$ cat src/pkg/fwps_cfg.svh
`ifndef FWPS_CFG_SVH
`define FWPS_CFG_SVH

// Register byte addresses on the Wishbone bus (one 32-bit word each).
`define FWPS_ADDR_PTR_UPPER 6'h00
`define FWPS_ADDR_PTR_HIGH 6'h04
`define FWPS_ADDR_PTR_LOW 6'h08
`define FWPS_ADDR_LATCH 6'h0c
`define FWPS_ADDR_IRQ_CTRL 6'h10
`define FWPS_ADDR_UNLOCK 6'h14
`define FWPS_ADDR_CONTROL 6'h18
`define FWPS_ADDR_HOLD 6'h1c
`define FWPS_ADDR_TABLE_WRITE 6'h20
`define FWPS_ADDR_STATUS 6'h24
`define FWPS_ADDR_MASK 6'h28

// Flash control field positions.
`define FWPS_BIT_START 1
`define FWPS_BIT_WR_ENABLE 2
`define FWPS_BIT_WR_ERROR 3
`define FWPS_BIT_WORD_ENABLE 5
`define FWPS_CONTROL_MASK 8'h3e

// Table-write register field positions.
`define FWPS_BIT_TABLE_INC 0

// Interrupt control: only the global enable is kept.
`define FWPS_BIT_IRQ_ENABLE 7

// Event status bit positions.
`define FWPS_EV_DONE 0
`define FWPS_EV_REFUSED 1

// Key values for the unlock register.
`define FWPS_KEY1 8'h55
`define FWPS_KEY2 8'haa

// Reset values.
`define FWPS_RST_BYTE 8'h00
`define FWPS_RST_PTR 21'h000000

// Word write time in microseconds and its cycle count at 25 MHz.
`define FWPS_CLK_MHZ 25
`define FWPS_TIW_US 2800
`define FWPS_TIW_CYCLES (`FWPS_TIW_US * `FWPS_CLK_MHZ)

`endif

$ cat src/pkg/fwps_pkg.sv
package fwps_pkg;
    typedef enum logic [1:0] {
        FWPS_KEY_IDLE = 2'b00,
        FWPS_KEY_HALF = 2'b01,
        FWPS_KEY_OPEN = 2'b10
    } fwps_key_t;

    typedef enum logic [1:0] {
        FWPS_ST_IDLE = 2'b00,
        FWPS_ST_WRITE = 2'b01,
        FWPS_ST_DONE = 2'b10
    } fwps_state_t;
endpackage

$ cat src/rtl/fwps_timer.sv
`timescale 1ns/1ps
`include "fwps_cfg.svh"

module fwps_timer
    import fwps_pkg::*;
#(
    parameter int unsigned CYCLES = `FWPS_TIW_CYCLES
) (
    // Clock and reset
    input wire logic clk_i,
    input wire logic rst_i,
    // Control
    input wire logic start_i,
    output logic done_o
);
    logic [31:0] count_reg;
    logic running_reg;

    always_ff @(posedge clk_i) begin
        if (rst_i) begin
            count_reg <= 32'h0;
            running_reg <= 1'b0;
            done_o <= 1'b0;
        end else begin
            done_o <= 1'b0;
            if (start_i && !running_reg) begin
                count_reg <= 32'h1;
                running_reg <= 1'b1;
            end else if (running_reg) begin
                if (count_reg >= CYCLES) begin
                    running_reg <= 1'b0;
                    done_o <= 1'b1;
                end else begin
                    count_reg <= count_reg + 32'h1;
                end
            end
        end
    end
endmodule

$ cat src/rtl/fwps_sequencer.sv
// Function
// - A word program happens only while the single word enable bit is set.
// - Write enable bit two must be set; the device refuses programming otherwise.
// - Start is accepted only after key writes 0x55 then 0xaa.
// - Setting start after a valid unlock begins the flash write cycle.
// - Instruction execution stalls for the whole word write.
// - A write cut by master clear or watchdog reset sets the error flag.
// - The table pointer spans upper 20:16, high 15:8 and low 7:0 bytes.
// - The unlock register has no storage; writes only feed the key detector.
//
// Chosen here: the Wishbone slave port and the address map.
`timescale 1ns/1ps
`include "fwps_cfg.svh"

module fwps_sequencer
    import fwps_pkg::*;
#(
    parameter int unsigned TIW_CYCLES = `FWPS_TIW_CYCLES
) (
    // Clock and resets
    input wire logic clk_i,
    input wire logic rst_i,
    input wire logic master_clear_reset_i,
    input wire logic wdt_rst_i,
    // Wishbone slave
    input wire logic cyc_i,
    input wire logic stb_i,
    input wire logic we_i,
    input wire logic [5:0] adr_i,
    input wire logic [3:0] sel_i,
    input wire logic [31:0] dat_i,
    output logic [31:0] dat_o,
    output logic ack_o,
    // Flash array write port
    output logic flash_we_o,
    output logic [20:0] flash_addr_o,
    output logic [15:0] flash_data_o,
    // Core and interrupt
    output logic cpu_stall_o,
    output logic irq_o
);
    logic [1:0] master_clear_sync_reg;
    logic [1:0] wdt_sync_reg;
    logic [4:0] ptr_upper_reg;
    logic [7:0] ptr_high_reg;
    logic [7:0] ptr_low_reg;
    logic [7:0] latch_reg;
    logic [7:0] hold_lo_reg;
    logic [7:0] hold_hi_reg;
    logic irq_enable_reg;
    logic word_enable_reg;
    logic write_enable_reg;
    logic start_reg;
    logic write_error_reg;
    logic [1:0] status_reg;
    logic [1:0] mask_reg;
    fwps_key_t key_reg;
    fwps_state_t state_reg;
    logic timer_go;
    logic timer_done;
    logic wr_stb;
    logic rd_stb;
    logic start_req;
    logic refuse_ev;
    logic done_ev;
    logic ext_rst;
    logic [20:0] ptr;
    logic [7:0] rd_byte;

    assign wr_stb = cyc_i && stb_i && we_i && sel_i[0] && !ack_o;
    assign rd_stb = cyc_i && stb_i && !we_i && !ack_o;
    assign ptr = {ptr_upper_reg, ptr_high_reg, ptr_low_reg};
    assign ext_rst = master_clear_sync_reg[1] || wdt_sync_reg[1];
    assign start_req = wr_stb && adr_i == `FWPS_ADDR_CONTROL && dat_i[`FWPS_BIT_START] && state_reg == FWPS_ST_IDLE;
    // The start only takes effect with both enables set and the key open.
    assign timer_go = start_req && key_reg == FWPS_KEY_OPEN && word_enable_reg && write_enable_reg;
    assign refuse_ev = start_req && !timer_go;
    assign done_ev = timer_done;

    // External resets arrive asynchronously and are synchronised first.
    always_ff @(posedge clk_i) begin
        if (rst_i) begin
            master_clear_sync_reg <= 2'b00;
            wdt_sync_reg <= 2'b00;
        end else begin
            master_clear_sync_reg <= {master_clear_sync_reg[0], master_clear_reset_i};
            wdt_sync_reg <= {wdt_sync_reg[0], wdt_rst_i};
        end
    end

    always_ff @(posedge clk_i) begin
        if (rst_i) begin
            ack_o <= 1'b0;
        end else begin
            ack_o <= cyc_i && stb_i && !ack_o;
        end
    end

    always_comb begin
        rd_byte = `FWPS_RST_BYTE;
        unique case (adr_i)
            `FWPS_ADDR_PTR_UPPER: rd_byte = {3'h0, ptr_upper_reg};
            `FWPS_ADDR_PTR_HIGH: rd_byte = ptr_high_reg;
            `FWPS_ADDR_PTR_LOW: rd_byte = ptr_low_reg;
            `FWPS_ADDR_LATCH: rd_byte = latch_reg;
            `FWPS_ADDR_IRQ_CTRL: rd_byte = {irq_enable_reg, 7'h00};
            `FWPS_ADDR_CONTROL: rd_byte = {2'b00, word_enable_reg, 1'b0, write_error_reg, write_enable_reg, start_reg, 1'b0};
            `FWPS_ADDR_HOLD: rd_byte = hold_lo_reg;
            `FWPS_ADDR_STATUS: rd_byte = {6'h00, status_reg};
            `FWPS_ADDR_MASK: rd_byte = {6'h00, mask_reg};
            default: rd_byte = `FWPS_RST_BYTE;
        endcase
    end

    always_ff @(posedge clk_i) begin
        if (rst_i) begin
            dat_o <= 32'h0;
        end else if (rd_stb) begin
            dat_o <= {24'h0, rd_byte};
        end
    end

    // Table pointer, latch and table writes into the holding bytes.
    always_ff @(posedge clk_i) begin
        if (rst_i) begin
            ptr_upper_reg <= 5'h00;
            ptr_high_reg <= `FWPS_RST_BYTE;
            ptr_low_reg <= `FWPS_RST_BYTE;
            latch_reg <= `FWPS_RST_BYTE;
            hold_lo_reg <= `FWPS_RST_BYTE;
            hold_hi_reg <= `FWPS_RST_BYTE;
        end else if (wr_stb && state_reg == FWPS_ST_IDLE) begin
            unique case (adr_i)
                `FWPS_ADDR_PTR_UPPER: ptr_upper_reg <= dat_i[4:0];
                `FWPS_ADDR_PTR_HIGH: ptr_high_reg <= dat_i[7:0];
                `FWPS_ADDR_PTR_LOW: ptr_low_reg <= dat_i[7:0];
                `FWPS_ADDR_LATCH: latch_reg <= dat_i[7:0];
                `FWPS_ADDR_TABLE_WRITE: begin
                    // The pointer's low bit picks the byte of the word.
                    if (ptr_low_reg[0]) begin
                        hold_hi_reg <= latch_reg;
                    end else begin
                        hold_lo_reg <= latch_reg;
                    end
                    if (dat_i[`FWPS_BIT_TABLE_INC]) begin
                        {ptr_upper_reg, ptr_high_reg, ptr_low_reg} <= ptr + 21'h1;
                    end
                end
                default: begin
                end
            endcase
        end
    end

    // Only the unlock detector sees writes to the key address.
    always_ff @(posedge clk_i) begin
        if (rst_i) begin
            key_reg <= FWPS_KEY_IDLE;
        end else if (wr_stb && adr_i != `FWPS_ADDR_UNLOCK) begin
            // Any other write breaks the sequence, start attempts included.
            key_reg <= FWPS_KEY_IDLE;
        end else if (wr_stb) begin
            unique case (key_reg)
                FWPS_KEY_IDLE: begin
                    if (dat_i[7:0] == `FWPS_KEY1) begin
                        key_reg <= FWPS_KEY_HALF;
                    end
                end
                FWPS_KEY_HALF: begin
                    if (dat_i[7:0] == `FWPS_KEY2) begin
                        key_reg <= FWPS_KEY_OPEN;
                    end else if (dat_i[7:0] != `FWPS_KEY1) begin
                        key_reg <= FWPS_KEY_IDLE;
                    end
                end
                FWPS_KEY_OPEN: begin
                    // A further key write restarts the sequence rather than keeping the lock open.
                    if (dat_i[7:0] == `FWPS_KEY1) begin
                        key_reg <= FWPS_KEY_HALF;
                    end else begin
                        key_reg <= FWPS_KEY_IDLE;
                    end
                end
                default: begin
                    key_reg <= FWPS_KEY_IDLE;
                end
            endcase
        end
    end

    always_ff @(posedge clk_i) begin
        if (rst_i) begin
            irq_enable_reg <= 1'b0;
            word_enable_reg <= 1'b0;
            write_enable_reg <= 1'b0;
            mask_reg <= 2'b00;
        end else if (wr_stb) begin
            if (adr_i == `FWPS_ADDR_IRQ_CTRL) begin
                irq_enable_reg <= dat_i[`FWPS_BIT_IRQ_ENABLE];
            end
            if (adr_i == `FWPS_ADDR_CONTROL) begin
                word_enable_reg <= dat_i[`FWPS_BIT_WORD_ENABLE];
                write_enable_reg <= dat_i[`FWPS_BIT_WR_ENABLE];
            end
            if (adr_i == `FWPS_ADDR_MASK) begin
                mask_reg <= dat_i[1:0];
            end
        end
    end

    always_ff @(posedge clk_i) begin
        if (rst_i) begin
            state_reg <= FWPS_ST_IDLE;
            start_reg <= 1'b0;
            cpu_stall_o <= 1'b0;
        end else begin
            unique case (state_reg)
                FWPS_ST_IDLE: begin
                    if (timer_go) begin
                        state_reg <= FWPS_ST_WRITE;
                        start_reg <= 1'b1;
                        cpu_stall_o <= 1'b1;
                    end
                end
                FWPS_ST_WRITE: begin
                    if (ext_rst) begin
                        state_reg <= FWPS_ST_IDLE;
                        start_reg <= 1'b0;
                        cpu_stall_o <= 1'b0;
                    end else if (timer_done) begin
                        state_reg <= FWPS_ST_DONE;
                        start_reg <= 1'b0;
                        cpu_stall_o <= 1'b0;
                    end
                end
                FWPS_ST_DONE: begin
                    state_reg <= FWPS_ST_IDLE;
                end
                default: begin
                    state_reg <= FWPS_ST_IDLE;
                end
            endcase
        end
    end

    // The core reset sets the error flag if it cuts a write and clears it in any other state, so only a one-cycle reset leaves it set.
    always_ff @(posedge clk_i) begin
        if (rst_i && state_reg != FWPS_ST_WRITE) begin
            write_error_reg <= 1'b0;
        end else if ((ext_rst || rst_i) && state_reg == FWPS_ST_WRITE) begin
            write_error_reg <= 1'b1;
        end else if (wr_stb && adr_i == `FWPS_ADDR_CONTROL && !dat_i[`FWPS_BIT_WR_ERROR]) begin
            write_error_reg <= 1'b0;
        end
    end

    // The array sees one write pulse when the cycle ends.
    always_ff @(posedge clk_i) begin
        if (rst_i) begin
            flash_we_o <= 1'b0;
            flash_addr_o <= `FWPS_RST_PTR;
            flash_data_o <= 16'h0000;
        end else begin
            flash_we_o <= timer_done && state_reg == FWPS_ST_WRITE && !ext_rst;
            if (timer_go) begin
                flash_addr_o <= {ptr[20:1], 1'b0};
                flash_data_o <= {hold_hi_reg, hold_lo_reg};
            end
        end
    end

    // Events set sticky bits; set wins over the clear by a status read.
    always_ff @(posedge clk_i) begin
        if (rst_i) begin
            status_reg <= 2'b00;
        end else begin
            status_reg <= (rd_stb && adr_i == `FWPS_ADDR_STATUS ? 2'b00 : status_reg) | {refuse_ev, done_ev};
        end
    end

    // The request line trails the status by one cycle so that it comes straight from a flip-flop.
    always_ff @(posedge clk_i) begin
        if (rst_i) begin
            irq_o <= 1'b0;
        end else begin
            irq_o <= |(status_reg & mask_reg);
        end
    end

    fwps_timer #(
        .CYCLES(TIW_CYCLES)
    ) u_timer (
        .clk_i(clk_i),
        .rst_i(rst_i || ext_rst),
        .start_i(timer_go),
        .done_o(timer_done)
    );
endmodule

$ cat config.mk
export PLATFORM = sky130hd
export DESIGN_NAME = fwps_sequencer
export DESIGN_NICKNAME = d
export VERILOG_FILES = /design/src/pkg/fwps_pkg.sv /design/src/rtl/fwps_timer.sv /design/src/rtl/fwps_sequencer.sv
export VERILOG_INCLUDE_DIRS = /design/src /design/src/pkg
export SDC_FILE = /design/constraint.sdc
export NUM_CORES = 1
export LEC_CHECK = 0
export ABC_CLOCK_PERIOD_IN_PS = 4100
export BUFFER_PORTS_ARGS = -buffer_cell sky130_fd_sc_hd__buf_2
export CAP_MARGIN = 20
export CORE_ASPECT_RATIO = 1.2
export CORE_MARGIN = 1.5
export CORE_UTILIZATION = 45
export DETAILED_ROUTE_END_ITERATION = 6
export GPL_TIMING_DRIVEN = 0
export HOLD_SLACK_MARGIN = 0.1
export MAX_ROUTING_LAYER = met4
export PLACE_DENSITY = 0.69
export SLEW_MARGIN = 5
export SYNTH_ARGS = -nofsm -noshare
export SYNTH_HDL_FRONTEND = slang
export SYNTH_SLANG_ARGS = --single-unit
$ cat constraint.sdc
create_clock -name clk_i -period 4.1 [get_ports clk_i]
set_clock_uncertainty 0.2 [all_clocks]
set_input_delay 0.615 -clock clk_i [delete_from_list [all_inputs] [get_ports clk_i]]
set_output_delay 0.615 -clock clk_i [all_outputs]
set_load 0.05 [all_outputs]
==> impl_metrics.tcl <==
set metrics [dict create \
    dp_hpwl_microns 13400 \
    syn_to_final_growth_pct 19.9 \
    critPathLaunch "adr_i[2]" \
    setup_viol 0 \
    crit_top_cell "buf_2" \
    power.density_nw_per_um2 419 \
    yosysTopAreaCell "dfxtp_1" \
    wl_met2_microns 8430 \
    maxSlewViolCount 0 \
    worst-r2r-cell-count 7 \
    cp_data_required_time_ns 4.18 \
    finalCritPeriodShare_pct 63.5 \
    ys_warn_count 0 \
    dieWidth_microns 112 \
    clk_latency_ns 0.43 \
    cp_slowest_cell "nor4b_4" \
    synth-main-ff-cell "dfxtp_1" \
    power_w 0.00325 \
    slowest_delay_ns 0.53 \
    setup_tns_ns 0 \
    wl_met3_microns 1420 \
    cts_root_buf "clkbuf_16" \
    first_pass_iters 7 \
    detail-route-antenna-nets 0 \
    drt_iter0_markers 712 \
    top_layer_used "met4" \
    crit_path_max_fanout 10 \
    fillCellCount 1318 \
    ir_drop_v 0.000271 \
    cts_tree "done" \
    holdWs_ns 0.223 \
    pwr-share-clk_pct 51.5 \
    core-area_sq_um 13900 \
    dieArea_sq_um 15100 \
    antenna_found_initial 0 \
    internal_power_w 0.00249 \
    rrSetupSlack_ns 1.52 \
    die_h_microns 134 \
    clk_path_buf_depth 2 \
    syn_inst 781 \
    worstMarginPinSlew_ns 1.02 \
    cts_setup_buffers 0 \
    ys_seq_area_share_pct 44.3 \
    utilization_pct 55.6 \
    grt_pass1_wl_microns 29400 \
    synthArstFlopShare_pct 0 \
    gr-total-overflow 0 \
    holdCritPathClass "input pin to flop" \
    rows 47 \
    worstSetupEndpointType "flop" \
    reg2reg_to "ptr_upper_reg[2]" \
    period_minus_slack_ns 2.60 \
    nets 945 \
    status "finished, violations left" \
    reg2reg_from "ptr_low_reg[0]" \
    holdBufCountCts 0 \
    startpoint_type "input pin" \
    synth_top_area_share_pct 44.3 \
    power_frac_seq_pct 42.9 \
    regArea_sq_um 2860 \
    swShare_pct 23.2 \
    numPortBuffers 69 \
    synth_common_cells "nand2_1, dfxtp_1, a21oi_1" \
    ys_ff_latch 143 \
    initial_core_util_pct 46.4 \
    leakage_nw 2.97 \
    max_freq_mhz 384 \
    p_switching_w 0.000754 \
    drc 11 \
    io_pins 122 \
    yosys-top-cells-area "dfxtp_1, nand2_1, a21oi_1" \
    yosysMostFrequentCell "nand2_1" \
    cap_violations 0 \
    cts_resized 0 \
    crit_chain "buf_2, nor4b_4, nand4_4, or3_1, clkbuf_1, buf_2, nand2_1, a21oi_1" \
    antennaDiodeCount 0 \
    clkSlewWorstSetupHoldPaths_ns 0.06 \
    layout-drive-gt1-share_pct 16.9 \
    critPathArrivalTime_ns 2.69 \
    final-hold-violation-count 0 \
    synth.distinct_cells 66 \
    multiInputGateArea_sq_um 3250 \
    track_usage_pct 25.8 \
    slew_headroom_pct 31.7 \
    clock_sinks 143 \
    crit_type "input pin to flop" \
    grt_max_degree 17 \
    via_per_inst 5.65 \
    wirelength_met1_microns 8290 \
    grt_setup_unrepaired "no" \
    largest_reg_flops 32 \
    synth_edf_count 0 \
    syn_avg_cell_area_sq_um 8.27 \
    violations "DRC" \
    post_drt_wl_per_cell_microns 17.4 \
    routed_wl_microns 18800 \
    crit_end "flash_data_o[0]" \
    combPwrFrac_pct 5.6 \
    gp_congestion 0.983 \
    cts_buffers 17 \
    h-tree-depth 4 \
    grt_pass1_vias 5537 \
    dr_total_vias 6083 \
    synth_area_sq_um 6460 \
]
## placed cells by master (no fill, tap or decap), drive strengths merged, types with 7 or more instances in the layout
master and instances:
xor2 10, and3 25, a211oi 8, o21ai 32, a21oi 80, buf 110, nor3 16, mux2i 13
nand4 23, dfxtp 143, and2 11, nor4 9, a22oi 10, a22o 8, nand2 146, inv 9
nor2 50, nor2b 7, clkbuf 53, nand3 21, conb 25
## power groups by stage
stage | Sequential [W] | Combinational (W) | Clock, W
floorplan | 0.00143 | 0.000123 | 0
global placement | 0.00142 | 0.000177 | 0
detailed placement | 0.00142 | 0.000177 | 0
CTS | 0.00139 | 0.000178 | 0.00169
global route | 0.00139 | 0.000191 | 0.00175
finish | 0.00139 | 0.000182 | 0.00167
## metal layers
metal	track usage [%]	vias up
met5	-	-
met4	12.2	0
met3	5.20	48
met2	38.6	277
li1	-	2968
met1	33.7	2790
## per-stage QoR
stage                     setup WS, ns  instance area (sq um)  cells
after floorplan                   1.66                   6550    805
after global placement            1.11                   7110   1045
after detailed placement          1.10                   7110   1045
after CTS                         1.53                   7750   1076
after global routing              1.36                   7750   1076
final                             1.50                   7750   1076
## worst max-delay path, delay by kind of cell
family                 cells  cell delay [ns]
AO/OA/AOI/OAI              1             0.06
buffers and inverters      3             0.69
AND/OR/NAND/NOR            4             1.31
## cell type report
| class | count | share of cell area, % |
|---|---|---|
| Multi-Input combinational cell | 581 | 42.0 |
| Sequential cell | 143 | 37.0 |
| Clock buffer | 20 | 5.90 |
| Buffer | 74 | 5.25 |
| Timing Repair Buffer | 69 | 4.46 |
| Tap cell | 171 | 2.76 |
| Clock inverter | 11 | 2.33 |
| Inverter | 7 | 0.339 |
## cells by family (layout without fill, tap and decap cells)
family	after synthesis	in the layout	share of synthesized area [%]
AOI/OAI and AO/OA	183	183	17.6
xor gates and xnor gates	13	13	1.76
adders and majority gates	3	3	0.581
buffers and inverters	81	181	6.70
DFF	143	143	44.3
muxes	13	13	2.01
other	1	25	0.0581
and+or+nand+nor	344	344	27.0
## worst min path at each step
stage | start | end | cells past startpoint
2_1_floorplan | master_clear_sync_reg[0] | master_clear_sync_reg[1] | 1
3_3_place_gp | wdt_sync_reg[0] | wdt_sync_reg[1] | 1
3_5_place_dp | wdt_sync_reg[0] | wdt_sync_reg[1] | 1
4_1_cts | wdt_rst_i | wdt_sync_reg[0] | 2
5_1_grt | wdt_rst_i | wdt_sync_reg[0] | 2
6_report | master_clear_reset_i | master_clear_sync_reg[0] | 2
Note: power is estimated with default switching activity, not from simulation.
